$ cat config.mk
export PLATFORM = sky130hd
export DESIGN_NAME = fam_ctrl
export DESIGN_NICKNAME = d
export VERILOG_FILES = /design/src/design/fam_pkg.sv /design/src/design/fam_decode.sv /design/src/design/fam_ctrl.sv
export SDC_FILE = /design/constraint.sdc
export NUM_CORES = 1
export LEC_CHECK = 0
export ABC_AREA = 0
export BUFFER_PORTS_ARGS = -buffer_cell sky130_fd_sc_hd__buf_2
export CAP_MARGIN = 20
export CORE_AREA = 3 3 204 206
export CTS_CLUSTER_SIZE = 28
export DETAILED_ROUTE_END_ITERATION = 12
export DIE_AREA = 0 0 207 209
export PLACE_DENSITY_LB_ADDON = 0.15
export SLEW_MARGIN = 20
export SYNTH_ARGS = -nofsm -noshare
export SYNTH_HDL_FRONTEND = slang
export SYNTH_SLANG_ARGS = --single-unit
$ cat constraint.sdc
create_clock -name SYS_CLK -period 36.6 [get_ports SYS_CLK]
set_input_delay 10.98 -clock SYS_CLK [delete_from_list [all_inputs] [get_ports SYS_CLK]]
set_output_delay 10.98 -clock SYS_CLK [all_outputs]
set_load 0.005 [all_outputs]
$ cat src/design/fam_pkg.sv
// fam_pkg: constants, register map and types of the flash array controller.
// assumes: one 250 MHz clock, APB register slave, 24-bit flash address space.
package fam_pkg;

  ////////////////////////////////////////////////////////////////////////////
  // widths
  localparam int unsigned ADDR_W   = 24;
  localparam int unsigned APB_AW   = 12;
  localparam int unsigned DATA_W   = 32;
  localparam int unsigned DWORD_W  = 64;
  localparam int unsigned PAGE_W   = 128;
  localparam int unsigned SECT_W   = 4;
  localparam int unsigned DW_LSB   = 3;
  localparam int unsigned PAGE_LSB = 4;

  ////////////////////////////////////////////////////////////////////////////
  // code array map
  localparam logic [ADDR_W-1:0] LOW_END_0      = 24'h008000;
  localparam logic [ADDR_W-1:0] LOW_END_1      = 24'h00C000;
  localparam logic [ADDR_W-1:0] LOW_END_2      = 24'h010000;
  localparam logic [ADDR_W-1:0] LOW_END_3      = 24'h018000;
  localparam logic [ADDR_W-1:0] LOW_END_4      = 24'h020000;
  localparam logic [ADDR_W-1:0] CODE_MID_BASE  = 24'h040000;
  localparam logic [ADDR_W-1:0] CODE_HIGH_BASE = 24'h080000;
  localparam logic [ADDR_W-1:0] CODE_HIGH_END  = 24'h100000;
  localparam logic [ADDR_W-1:0] SHADOW_BASE    = 24'h200000;
  localparam logic [ADDR_W-1:0] SHADOW_END     = 24'h204000;
  localparam logic [ADDR_W-1:0] TEST_BASE      = 24'h400000;
  localparam logic [ADDR_W-1:0] TEST_END       = 24'h800000;
  // data array map
  localparam logic [ADDR_W-1:0] DATA_BASE      = 24'h800000;
  localparam logic [ADDR_W-1:0] DATA_END       = 24'h810000;
  localparam logic [ADDR_W-1:0] DTEST_BASE     = 24'hC00000;
  localparam logic [ADDR_W-1:0] DTEST_END      = 24'hC04000;
  localparam logic [SECT_W-1:0] MID_SECT_BASE  = 4'h6;
  localparam logic [SECT_W-1:0] HIGH_SECT_BASE = 4'h8;

  ////////////////////////////////////////////////////////////////////////////
  // registers
  localparam logic [APB_AW-1:0] OFS_CFG   = 12'h000;
  localparam logic [APB_AW-1:0] OFS_LOCK  = 12'h004;
  localparam logic [APB_AW-1:0] OFS_EADDR = 12'h008;
  localparam logic [APB_AW-1:0] OFS_STS   = 12'h00C;
  localparam logic [APB_AW-1:0] OFS_MASK  = 12'h010;

  localparam logic [DATA_W-1:0] CFG_RESET     = 32'h03200600;
  localparam int unsigned       CFG_PGM_BIT   = 4;
  localparam logic [DATA_W-1:0] EADDR_RESET   = 32'h0000C000;
  localparam logic [DATA_W-1:0] LOCK_PASSWORD = 32'hB2B22222;
  localparam logic [DATA_W-1:0] LOCK_UNLOCKED = 32'h80000FF2;
  localparam logic [DATA_W-1:0] LOCK_ABSENT   = 32'h00000FF0;
  localparam int unsigned       LOCK_EN_BIT   = 31;
  localparam int unsigned       HIGH_SECTORS  = 4;
  localparam logic [HIGH_SECTORS-1:0] LOCK_BITS_RESET = 4'hF;

  localparam int unsigned IRQ_W      = 3;
  localparam int unsigned IRQ_ECC    = 0;
  localparam int unsigned IRQ_BUSERR = 1;
  localparam int unsigned IRQ_REFUSE = 2;

  ////////////////////////////////////////////////////////////////////////////
  // types
  typedef enum logic [2:0] {
    RG_CODE   = 3'h0,
    RG_SHADOW = 3'h1,
    RG_TEST   = 3'h2,
    RG_DATA   = 3'h3,
    RG_DTEST  = 3'h4,
    RG_RSVD   = 3'h5
  } fam_region_t;

  typedef enum logic [1:0] {
    ST_IDLE  = 2'b00,
    ST_ISSUE = 2'b01,
    ST_WAIT  = 2'b11,
    ST_RESP  = 2'b10
  } fam_state_t;

endpackage

$ cat src/design/fam_decode.sv
// fam_decode: combinational flash address decoder, region and sector number.
// assumes: address already registered by the caller.
`timescale 1ns/1ps
`default_nettype none
module fam_decode (
  input  wire logic [fam_pkg::ADDR_W-1:0] addr,
  output fam_pkg::fam_region_t            region,
  output logic [fam_pkg::SECT_W-1:0]      sector,
  output logic                            hit
);
  import fam_pkg::*;

  function automatic logic [SECT_W-1:0] low_sector(input logic [ADDR_W-1:0] a);
    if (a < LOW_END_0) begin
      return 4'h0;
    end else if (a < LOW_END_1) begin
      return 4'h1;
    end else if (a < LOW_END_2) begin
      return 4'h2;
    end else if (a < LOW_END_3) begin
      return 4'h3;
    end else if (a < LOW_END_4) begin
      return 4'h4;
    end
    return 4'h5;
  endfunction

  always_comb begin
    region = RG_RSVD;
    sector = '0;
    hit    = 1'b0;
    if (addr < CODE_MID_BASE) begin
      region = RG_CODE;
      sector = low_sector(addr);
      hit    = 1'b1;
    end else if (addr < CODE_HIGH_BASE) begin
      region = RG_CODE;
      sector = MID_SECT_BASE | SECT_W'(addr[17]);
      hit    = 1'b1;
    end else if (addr < CODE_HIGH_END) begin
      region = RG_CODE;
      sector = HIGH_SECT_BASE | SECT_W'(addr[18:17]);
      hit    = 1'b1;
    end else if (addr >= SHADOW_BASE && addr < SHADOW_END) begin
      region = RG_SHADOW;
      hit    = 1'b1;
    end else if (addr >= TEST_BASE && addr < TEST_END) begin
      region = RG_TEST;
      hit    = 1'b1;
    end else if (addr >= DATA_BASE && addr < DATA_END) begin
      region = RG_DATA;
      sector = SECT_W'(addr[15:14]);
      hit    = 1'b1;
    end else if (addr >= DTEST_BASE && addr < DTEST_END) begin
      region = RG_DTEST;
      hit    = 1'b1;
    end
  end

endmodule // fam_decode
`default_nettype wire

$ cat src/design/fam_ctrl.sv
// fam_ctrl: flash array controller, one array port, APB config registers.
// assumes: array answers a one-cycle strobe with ARR_DONE, inputs synchronous.
//
// Function
// all masters reach the 1 MB code array through one single array port.
// programming goes one doubleword at a time and a read fetches a whole page.
// code space is six low sectors below 0x40000, two 128K mid and 128K high sectors.
// a 16K shadow sector at 0x200000, test from 0x400000, reserved in the gaps.
// the module configuration register reads 0x03200600 after reset.
// error address resets to 0x0000C000 and captures the address of an ECC error.
// writing the password twice to the high-space lock makes it read 0x80000FF2.
// only four high sectors have lock bits and the absent ones read as set.
// data array is four 16K sectors from 0x800000 and a 16K test region at 0xC00000.
// an access to reserved or unpopulated flash space gets an error answer.
`timescale 1ns/1ps
`default_nettype none
module fam_ctrl (
  input  wire logic                         SYS_CLK,
  input  wire logic                         RESET,
  input  wire logic                         PSEL,
  input  wire logic                         PENABLE,
  input  wire logic                         PWRITE,
  input  wire logic [fam_pkg::APB_AW-1:0]   PADDR,
  input  wire logic [fam_pkg::DATA_W-1:0]   PWDATA,
  output logic      [fam_pkg::DATA_W-1:0]   PRDATA,
  output logic                              PREADY,
  output logic                              PSLVERR,
  input  wire logic                         FA_REQ,
  input  wire logic                         FA_WR,
  input  wire logic [fam_pkg::ADDR_W-1:0]   FA_ADDR,
  input  wire logic [fam_pkg::DWORD_W-1:0]  FA_WDATA,
  output logic                              FA_ACK,
  output logic                              FA_ERR,
  output logic      [fam_pkg::PAGE_W-1:0]   FA_RDATA,
  output logic                              ARR_RD,
  output logic                              ARR_WR,
  output logic      [fam_pkg::ADDR_W-1:0]   ARR_ADDR,
  output logic      [fam_pkg::DWORD_W-1:0]  ARR_WDATA,
  input  wire logic                         ARR_DONE,
  input  wire logic                         ARR_ECC_ERR,
  input  wire logic [fam_pkg::PAGE_W-1:0]   ARR_PAGE,
  output logic                              IRQ
);
  import fam_pkg::*;

  ////////////////////////////////////////////////////////////////////////////
  // declarations
  logic                    apb_setup;
  logic                    apb_done;
  logic                    wr_cfg;
  logic                    wr_lock;
  logic                    wr_sts;
  logic                    wr_mask;
  logic [DATA_W-1:0]       rd_mux;
  logic [DATA_W-1:0]       cfg_rd;
  logic [DATA_W-1:0]       lock_rd;
  logic                    cfg_pgm_q;
  logic                    pw_seen_q;
  logic                    lock_en_q;
  logic [HIGH_SECTORS-1:0] lock_bits_q;
  logic [DATA_W-1:0]       err_addr_q;
  logic [IRQ_W-1:0]        sts_q;
  logic [IRQ_W-1:0]        sts_d;
  logic [IRQ_W-1:0]        mask_q;
  logic [IRQ_W-1:0]        ev;
  fam_state_t              state_q;
  logic [ADDR_W-1:0]       req_addr_q;
  logic                    req_wr_q;
  logic [DWORD_W-1:0]      req_wdata_q;
  fam_region_t             dec_region;
  logic [SECT_W-1:0]       dec_sector;
  logic                    dec_hit;
  logic                    high_sect;
  logic                    wr_refused;
  logic                    issue_err;

  function automatic logic reg_hit(input logic [APB_AW-1:0] a);
    return a == OFS_CFG || a == OFS_LOCK || a == OFS_EADDR ||
           a == OFS_STS || a == OFS_MASK;
  endfunction

  ////////////////////////////////////////////////////////////////////////////
  // APB slave: answers in the first access cycle, no wait states
  assign apb_setup = PSEL & ~PENABLE;
  assign apb_done  = PSEL & PENABLE & PREADY;
  assign wr_cfg    = apb_done & PWRITE & (PADDR == OFS_CFG);
  assign wr_lock   = apb_done & PWRITE & (PADDR == OFS_LOCK);
  assign wr_sts    = apb_done & PWRITE & (PADDR == OFS_STS);
  assign wr_mask   = apb_done & PWRITE & (PADDR == OFS_MASK);

  // size nibble stays that of the 1 MB array; only the program enable is live
  assign cfg_rd  = CFG_RESET | (DATA_W'(cfg_pgm_q) << CFG_PGM_BIT);
  assign lock_rd = (DATA_W'(lock_en_q) << LOCK_EN_BIT) | LOCK_ABSENT |
                   DATA_W'(lock_bits_q);

  always_comb begin
    rd_mux = '0;
    unique case (PADDR)
      OFS_CFG:   rd_mux = cfg_rd;
      OFS_LOCK:  rd_mux = lock_rd;
      OFS_EADDR: rd_mux = err_addr_q;
      OFS_STS:   rd_mux = DATA_W'(sts_q);
      OFS_MASK:  rd_mux = DATA_W'(mask_q);
      default:   rd_mux = '0;
    endcase
  end

  always_ff @(posedge SYS_CLK or posedge RESET) begin
    if (RESET) begin
      PREADY  <= 1'b0;
      PSLVERR <= 1'b0;
      PRDATA  <= '0;
    end else begin
      PREADY  <= apb_setup;
      PSLVERR <= apb_setup & ~reg_hit(PADDR);
      PRDATA  <= (apb_setup & ~PWRITE) ? rd_mux : '0;
    end
  end

  ////////////////////////////////////////////////////////////////////////////
  // configuration and high-space lock
  always_ff @(posedge SYS_CLK or posedge RESET) begin
    if (RESET) begin
      cfg_pgm_q <= 1'b0;
    end else if (wr_cfg) begin
      cfg_pgm_q <= PWDATA[CFG_PGM_BIT];
    end
  end

  // a wrong value in the password phase restarts the sequence
  always_ff @(posedge SYS_CLK or posedge RESET) begin
    if (RESET) begin
      pw_seen_q   <= 1'b0;
      lock_en_q   <= 1'b0;
      lock_bits_q <= LOCK_BITS_RESET;
    end else if (wr_lock) begin
      if (lock_en_q) begin
        lock_bits_q <= PWDATA[HIGH_SECTORS-1:0];
      end else if (PWDATA == LOCK_PASSWORD) begin
        if (pw_seen_q) begin
          lock_en_q   <= 1'b1;
          lock_bits_q <= PWDATA[HIGH_SECTORS-1:0];
        end
        pw_seen_q <= 1'b1;
      end else begin
        pw_seen_q <= 1'b0;
      end
    end
  end

  ////////////////////////////////////////////////////////////////////////////
  // request checks
  fam_decode u_decode (
    .addr   (req_addr_q),
    .region (dec_region),
    .sector (dec_sector),
    .hit    (dec_hit)
  );

  assign high_sect  = (dec_region == RG_CODE) && (dec_sector >= HIGH_SECT_BASE);
  // writes need program enable, doubleword alignment and, in a high sector, a clear lock bit
  assign wr_refused = req_wr_q & (~cfg_pgm_q | (|req_addr_q[DW_LSB-1:0]) |
                      (high_sect & lock_bits_q[dec_sector[1:0]]));
  assign issue_err  = ~dec_hit | wr_refused;

  ////////////////////////////////////////////////////////////////////////////
  // array port sequencer: the only path into the array
  always_ff @(posedge SYS_CLK or posedge RESET) begin
    if (RESET) begin
      state_q     <= ST_IDLE;
      req_addr_q  <= '0;
      req_wr_q    <= 1'b0;
      req_wdata_q <= '0;
      FA_ACK      <= 1'b0;
      FA_ERR      <= 1'b0;
      FA_RDATA    <= '0;
      ARR_RD      <= 1'b0;
      ARR_WR      <= 1'b0;
      ARR_ADDR    <= '0;
      ARR_WDATA   <= '0;
    end else begin
      unique case (state_q)
        ST_IDLE: begin
          if (FA_REQ) begin
            req_addr_q  <= FA_ADDR;
            req_wr_q    <= FA_WR;
            req_wdata_q <= FA_WDATA;
            state_q     <= ST_ISSUE;
          end
        end
        ST_ISSUE: begin
          if (issue_err) begin
            FA_ACK  <= 1'b1;
            FA_ERR  <= 1'b1;
            state_q <= ST_RESP;
          end else if (req_wr_q) begin
            ARR_WR    <= 1'b1;
            ARR_ADDR  <= req_addr_q;
            ARR_WDATA <= req_wdata_q;
            state_q   <= ST_WAIT;
          end else begin
            ARR_RD   <= 1'b1;
            ARR_ADDR <= {req_addr_q[ADDR_W-1:PAGE_LSB], PAGE_LSB'(0)};
            state_q  <= ST_WAIT;
          end
        end
        ST_WAIT: begin
          ARR_RD <= 1'b0;
          ARR_WR <= 1'b0;
          if (ARR_DONE) begin
            FA_ACK   <= 1'b1;
            FA_ERR   <= ARR_ECC_ERR;
            FA_RDATA <= req_wr_q ? '0 : ARR_PAGE;
            state_q  <= ST_RESP;
          end
        end
        ST_RESP: begin
          FA_ACK  <= 1'b0;
          FA_ERR  <= 1'b0;
          state_q <= ST_IDLE;
        end
      endcase
    end
  end

  ////////////////////////////////////////////////////////////////////////////
  // error address capture
  always_ff @(posedge SYS_CLK or posedge RESET) begin
    if (RESET) begin
      err_addr_q <= EADDR_RESET;
    end else if (ev[IRQ_ECC]) begin
      err_addr_q <= DATA_W'(req_addr_q);
    end
  end

  ////////////////////////////////////////////////////////////////////////////
  // interrupts: sticky, write one to clear, a new event beats the clear
  assign ev[IRQ_ECC]    = (state_q == ST_WAIT) & ARR_DONE & ARR_ECC_ERR;
  assign ev[IRQ_BUSERR] = (state_q == ST_ISSUE) & ~dec_hit;
  assign ev[IRQ_REFUSE] = (state_q == ST_ISSUE) & dec_hit & wr_refused;
  assign sts_d = (sts_q & ~(wr_sts ? PWDATA[IRQ_W-1:0] : '0)) | ev;

  always_ff @(posedge SYS_CLK or posedge RESET) begin
    if (RESET) begin
      sts_q  <= '0;
      mask_q <= '0;
      IRQ    <= 1'b0;
    end else begin
      sts_q <= sts_d;
      if (wr_mask) begin
        mask_q <= PWDATA[IRQ_W-1:0];
      end
      IRQ <= |(sts_q & mask_q);
    end
  end
endmodule // fam_ctrl
`default_nettype wire

==> results.toml, run 1 <==
[clocking]
clkSinkCount = 377
post_cts.repair.setup_buffers = 0
cts_resized = 0
cts_buffers = 43
clk_latency_ns = 0.55
cts_hold_buf = 0
htreeDepth = 2
ctsRootBufferMaster = "clkbuf_16"
clock_path_buffers = 3
cts_tree = "built"
clk_pin_slew_ns = 0.05

[synth]
async_flop_share_pct = 100
ys_warn_count = 0
ys_seq_area_share_pct = 62.9
synth_ff_type = "dfrtp_1"
syn_inst = 1216
synth-seq-cells = 377
syn-cell-area_um2 = 15000
synth_cell_types = 57
yosys-top-cells-area = "dfrtp_1 62%, mux2_2 9.6%, nand2_1 6.9%, mux2_4 4.9%, o21ai_0 4.4%"
synth_area_per_cell_um2 = 12.4
netlist.area_leader.share_pct = 61.8
synth_area_leader_cell = "dfrtp_1"
synth-edff-count = 0

[drt]
via_count = 10759
dr_wl_met3_um = 3190
wl_met2_um = 21800
drt_iter0_markers = 526
vias_per_cell = 4.71
wl_per_cell_um = 19.3
first_pass_iters = 5
drtAntennaViolNets = 0
post-route-drc-count = 0
top_layer_used = "met5"
wl_um = 44000
wl_met1_um = 16700

[setup_path]
worst_path_max_delay_cell = "or4_1"
required_ns = 37.07
cpLargestDelayFamily = "simple AND/OR/NAND/NOR gates"
regToRegSetupSlack_ns = 32.42
slowest_delay_ns = 0.59
worstSetupEndpointType = "flip-flop"
crit_arrival_ns = 13.14
worstSetupPathType = "input port to flip-flop"
path_buf_inv = 1
path_max_fanout = 7
cp_cell_sequence = "buf_2 > or4_1 > nor4_4 > and2_0 > nand2_1 > or2_1 > mux2_2"
worst_setup_path_start_kind = "input port"

[sta]
fmax_ghz = 0.0789
relSlewSlack_pct = 24.7
hold_viol = 0
finalCritPeriodShare_pct = 34.6
setup_ws_ns = 23.93
period_needed_ns = 12.67
hold_ws_ns = 0.470
worst_slew_pin_slew_ns = 1.13
finalMaxSlewViolations = 0
setup_violations = 0
rsz0062_at_grt = "no"
finalSetupTns_ns = 0
clock-skew-final_ns = 0.0128

[placed_design]
post-dp-hpwl_um = 32000
placed_area_um2 = 18000
place_ws_ns = 23.09
port-buffer-count = 518
gp_congestion = 0.834
dp_cells = 2193

[finish]
fin_cells = 2284
fin_nets = 1982
final_common_cell = "buf_2"
syn_to_final_growth_pct = 29.8
drive_gt1_share_pct = 45.4
nFillCells = 3698
layout_common_cells = "518 x buf_2, 371 x dfrtp_1, 276 x nand2_1, 133 x o21ai_0, 128 x mux2_2"
finalCoreUtilization_pct = 49.0
stdcell_area_um2 = 19500

[global_route]
grt_max_degree = 162
antenna_found_initial = 17
grt_pass1_wl_um = 66900
grt_usage_pct = 19.8
grt_pass1_vias = 11268
overflow = 0

[floorplan]
die_area_um2 = 43300
io_pins = 524
core_um2 = 39800
die_w_um = 207
placementRows = 73
initial_core_util_pct = 37.7
die_h_um = 209

[power_and_ir_drop]
finalPower_mw = 1.61
max-vdd-ir-drop_uv = 40.8
p_leak_nw = 9.94
p_per_area_nw_per_um2 = 82.6

[run]
drv_cap = 0

[outcome]
run_status = "complete, no violations"

[min_path]
hold_path.class = "flip-flop to flip-flop"
## cells by family after synthesis
group | after synthesis | synth area share (%)
compound gates | 173 | 6.59
other cells | 1 | 0.0250
mux | 212 | 17.1
flops | 377 | 62.9
buf+inv | 90 | 2.82
simple gates | 363 | 10.6
## metal layers
metal | track usage, % | up-vias
li1 | - | 5120
met1 | 22.6 | 5148
met4 | 11.1 | 10
met2 | 33.1 | 385
met3 | 6.19 | 96
met5 | 0 | -
## final timing paths
kind	startpoint	to	cells past startpoint
setup / recovery	PADDR[9]	lock_bits_q[2]	7
hold / removal	FA_RDATA[89]	FA_RDATA[89]	2
setup reg to reg	req_addr_q[20]	ARR_WDATA[11]	7
hold reg to reg	FA_RDATA[89]	FA_RDATA[89]	2
max in group asynchronous	RESET	FA_RDATA[1]	3
min in group asynchronous	RESET	ARR_WDATA[55]	2
## state kept, by name, indices dropped and copies added (netlist names), 2 cells and up
signal,flops
sts_q,3
ARR_WDATA,64
state_q,2
req_addr_q,24
lock_bits_q,4
FA_RDATA,128
PRDATA,26
err_addr_q,24
mask_q,3
ARR_ADDR,24
req_wdata_q,64
## layout make-up
type / instances / area (µm²) / share of cell area, %
multi-input combinational: 753 / 5200 / 26.7
tap: 525 / 657 / 3.37
sequential: 377 / 9440 / 48.4
timing repair buffer: 529 / 2700 / 13.8
clock buffer: 64 / 1240 / 6.38
inverter: 9 / 43.8 / 0.225
clock inverter: 14 / 185 / 0.950
antenna: 13 / 32.5 / 0.167
## cell usage after synthesis (all sizes together), types with 3 or more instances
master and number:
dfrtp 371, or3 3, or4 3, nor3b 4, a211o 3, nor3 7
or2 4, inv 9, nand3 4, dfstp 6, nor4bb 4, and2 14
nand4 3, buf 18, a211oi 3, nand2 276, nor2b 7, nor2 14
mux2i 5, mux2 207, nor4 5, a222oi 3, clkbuf 63, and3 3
nand2b 5, o21ai 133, a21oi 13, nor4b 4
## worst reg2reg max path: cells and delay by family, from the launching register on
family	cells	cell delay [ns]
buffers and inverters	1	0.91
and+or+nand+nor	1	0.59
AOI/OAI and AO/OA	2	0.97
DFF	1	0.47
muxes	3	1.11
## report_power, final
part	leakage [nW]	total [mW]	internal (mW)	switching, mW
Clock	0.707	0.434	0.264	0.170
Sequential	4.75	0.704	0.596	0.108
Combinational	4.48	0.472	0.241	0.231
Note: power is estimated with default switching activity, not from simulation.
==> run 2, diff against run 1 <==
ABC_AREA = 1   (was 0)
CORE_AREA = not set   (was 3 3 204 206)
CORE_ASPECT_RATIO = 0.5   (was not set)
CORE_MARGIN = 3   (was not set)
CORE_UTILIZATION = 50   (was not set)
DIE_AREA = not set   (was 0 0 207 209)
clock period = 11.7 ns   (was 36.6 ns; I/O delays follow)
==> run 2 against run 1 <==
Net effect: sequential share of layout area grew 0.96 points; via count increased by 17%; non-clock buffer count is 1 higher; hold slack worse by 0.0021 ns; utilization increased by 16 points; clock skew rose by 0.0064 ns; synthesized cell count grew 31%; sequential cell count unchanged; count of clock-buffer cells in the layout is 20 lower; clock power rose to 2.9 times the previous value; sequential power increased to 2.9 times the previous value; cell count is 9.0% higher.
==> results.toml, run 2 <==
[drt]
wl_per_cell_um = 17.4
drt_iter0_markers = 864
drtAntennaViolNets = 0
post-route-drc-count = 0
first_pass_iters = 6
vias_per_cell = 5.07
via_count = 12633
wl_um = 43500

[global_route]
grt_pass1_vias = 12268
overflow = 0
antenna_found_initial = 16
grt_pass1_wl_um = 67100
grt_usage_pct = 26.2
grt_max_degree = 133

[finish]
layout_common_cells = "518 x buf_2, 371 x dfrtp_1, 300 x nand2_1, 174 x o21ai_0, 140 x nand3_1"
drive_gt1_share_pct = 31.7
final_common_cell = "buf_2"
reg_top3 = "FA_RDATA: 128 flops, ARR_WDATA: 64 flops, req_wdata_q: 64 flops"
largest_reg_flops = 128
finalCoreUtilization_pct = 65.2
stdcell_area_um2 = 19100
syn_to_final_growth_pct = 26.6
fin_nets = 2330
regMostFlops = "FA_RDATA"

[floorplan]
die_h_um = 129
initial_core_util_pct = 51.5
core_um2 = 29300
placementRows = 44
io_pins = 524
die_w_um = 252
die_area_um2 = 32400

[sta]
fmax_ghz = 0.173
rsz0062_at_grt = "no"
setup_violations = 0
finalCritPeriodShare_pct = 49.4
finalMaxSlewViolations = 0
worst_slew_pin_slew_ns = 1.12
relSlewSlack_pct = 25.3
finalSetupTns_ns = 0
hold_ws_ns = 0.468
hold_viol = 0
clock-skew-final_ns = 0.0192
period_needed_ns = 5.77

[clocking]
cts_buffers = 35
htreeDepth = 2
clkSinkCount = 377
clk_latency_ns = 0.52
cts_hold_buf = 0
cts_tree = "built"
clock_path_buffers = 3
cts_resized = 0
ctsRootBufferMaster = "clkbuf_16"
post_cts.repair.setup_buffers = 0
clk_pin_slew_ns = 0.07

[synth]
synth_ff_type = "dfrtp_1"
async_flop_share_pct = 100
yosysMostFrequentCell = "dfrtp_1"
synth_cell_types = 38
ys_warn_count = 0
synth-edff-count = 0
yosys-top-cells-area = "dfrtp_1 61%, nand2_1 7.5%, o21ai_0 5.8%, nand3_1 4.6%, nor2_1 3.3%"
syn-cell-area_um2 = 15100
ys_top_cells_by_count = "371 x dfrtp_1, 302 x nand2_1, 174 x o21ai_0"
synth-seq-cells = 377
netlist.area_leader.share_pct = 61.5
synth_area_leader_cell = "dfrtp_1"
synth_area_per_cell_um2 = 9.45
ys_seq_area_share_pct = 62.5
syn_inst = 1598

[setup_path]
path_max_fanout = 106
required_ns = 12.16
worstReg2RegStart = "req_addr_q[18]"
worstSetupEndpointType = "flip-flop"
reg2reg_to = "ARR_WDATA[42]"
reg2regPathDepth = 13
crit_arrival_ns = 6.23
worstSetupPathType = "input port to flip-flop"
worst_setup_path_start_kind = "input port"
regToRegSetupSlack_ns = 8.52

[outcome]
run_status = "complete, no violations"

[run]
drv_cap = 0

[min_path]
min-delay-start = "FA_ERR"
hold_end = "FA_ERR"
whs_path_depth = 2
hold_path.class = "flip-flop to flip-flop"

[power_and_ir_drop]
max-vdd-ir-drop_uv = 150
finalPower_mw = 4.61
p_per_area_nw_per_um2 = 241
p_leak_nw = 10.6

[placed_design]
placed_area_um2 = 17800
port-buffer-count = 518
gp_congestion = 0.851
post-dp-hpwl_um = 30600
## run 2: area by class of cell
class                           count  area [µm²]
Antenna cell                       13        32.5
Clock buffer                       44        1010
Clock inverter                     18         283
Fill cell                        2559       10200
Inverter                          131         499
Multi-Input combinational cell    986        4670
Sequential cell                   377        9440
Tap cell                          391         489
Timing Repair Buffer              530        2700
## run 2: worst max path at each step
stage | depth (start not counted) | slack, ns | start | to
finish | 6 | 5.93 | ARR_DONE | FA_RDATA[102]
detailed placement | 6 | 5.48 | ARR_DONE | FA_RDATA[50]
global route | 6 | 5.73 | ARR_DONE | FA_RDATA[37]
global placement | 6 | 5.50 | ARR_DONE | FA_RDATA[72]
CTS | 6 | 6.01 | ARR_DONE | FA_RDATA[102]
floorplan | 1 | 3.13 | RESET | ARR_ADDR[0]
## run 2: metal layers
metal,part of all wire (%),track usage (%),vias up
met2,50,43.8,420
met3,6.1,5.78,92
li1,-,-,6121
met1,41,34.0,5994
met5,0.094,0,-
met4,3.1,10.0,6
## run 2: worst max-delay path, stage by stage
cell and delay (ns):
buf_2 0.10, clkinv_2 0.56, nor2_4 0.71, buf_4 0.90, nand3_1 0.20, nand2_1 0.11
## run 2: kinds of logic (layout without fill, tap and decap cells)
group                  Yosys count  after routing  share of synthesized area [%]
AO/OA/AOI/OAI                  361            361                           13.1
buffers and inverters          239            723                           6.79
flip-flops                     377            377                           62.5
multiplexers                     3              3                          0.224
other                            1             18                         0.0248
AND/OR/NAND/NOR                617            617                           17.3
## run 2: where the power goes
part	internal [mW]	switching [mW]	total, mW	leakage, nW
Sequential	1.78	0.243	2.02	4.74
Clock	0.771	0.501	1.27	0.628
Combinational	0.499	0.821	1.32	5.26
## run 2: stage by stage
step,setup WS [ns],cells
after floorplan,3.13,1602
after global placement,5.50,2415
after detailed placement,5.48,2415
after CTS,6.01,2477
after global routing,5.73,2490
final,5.93,2490
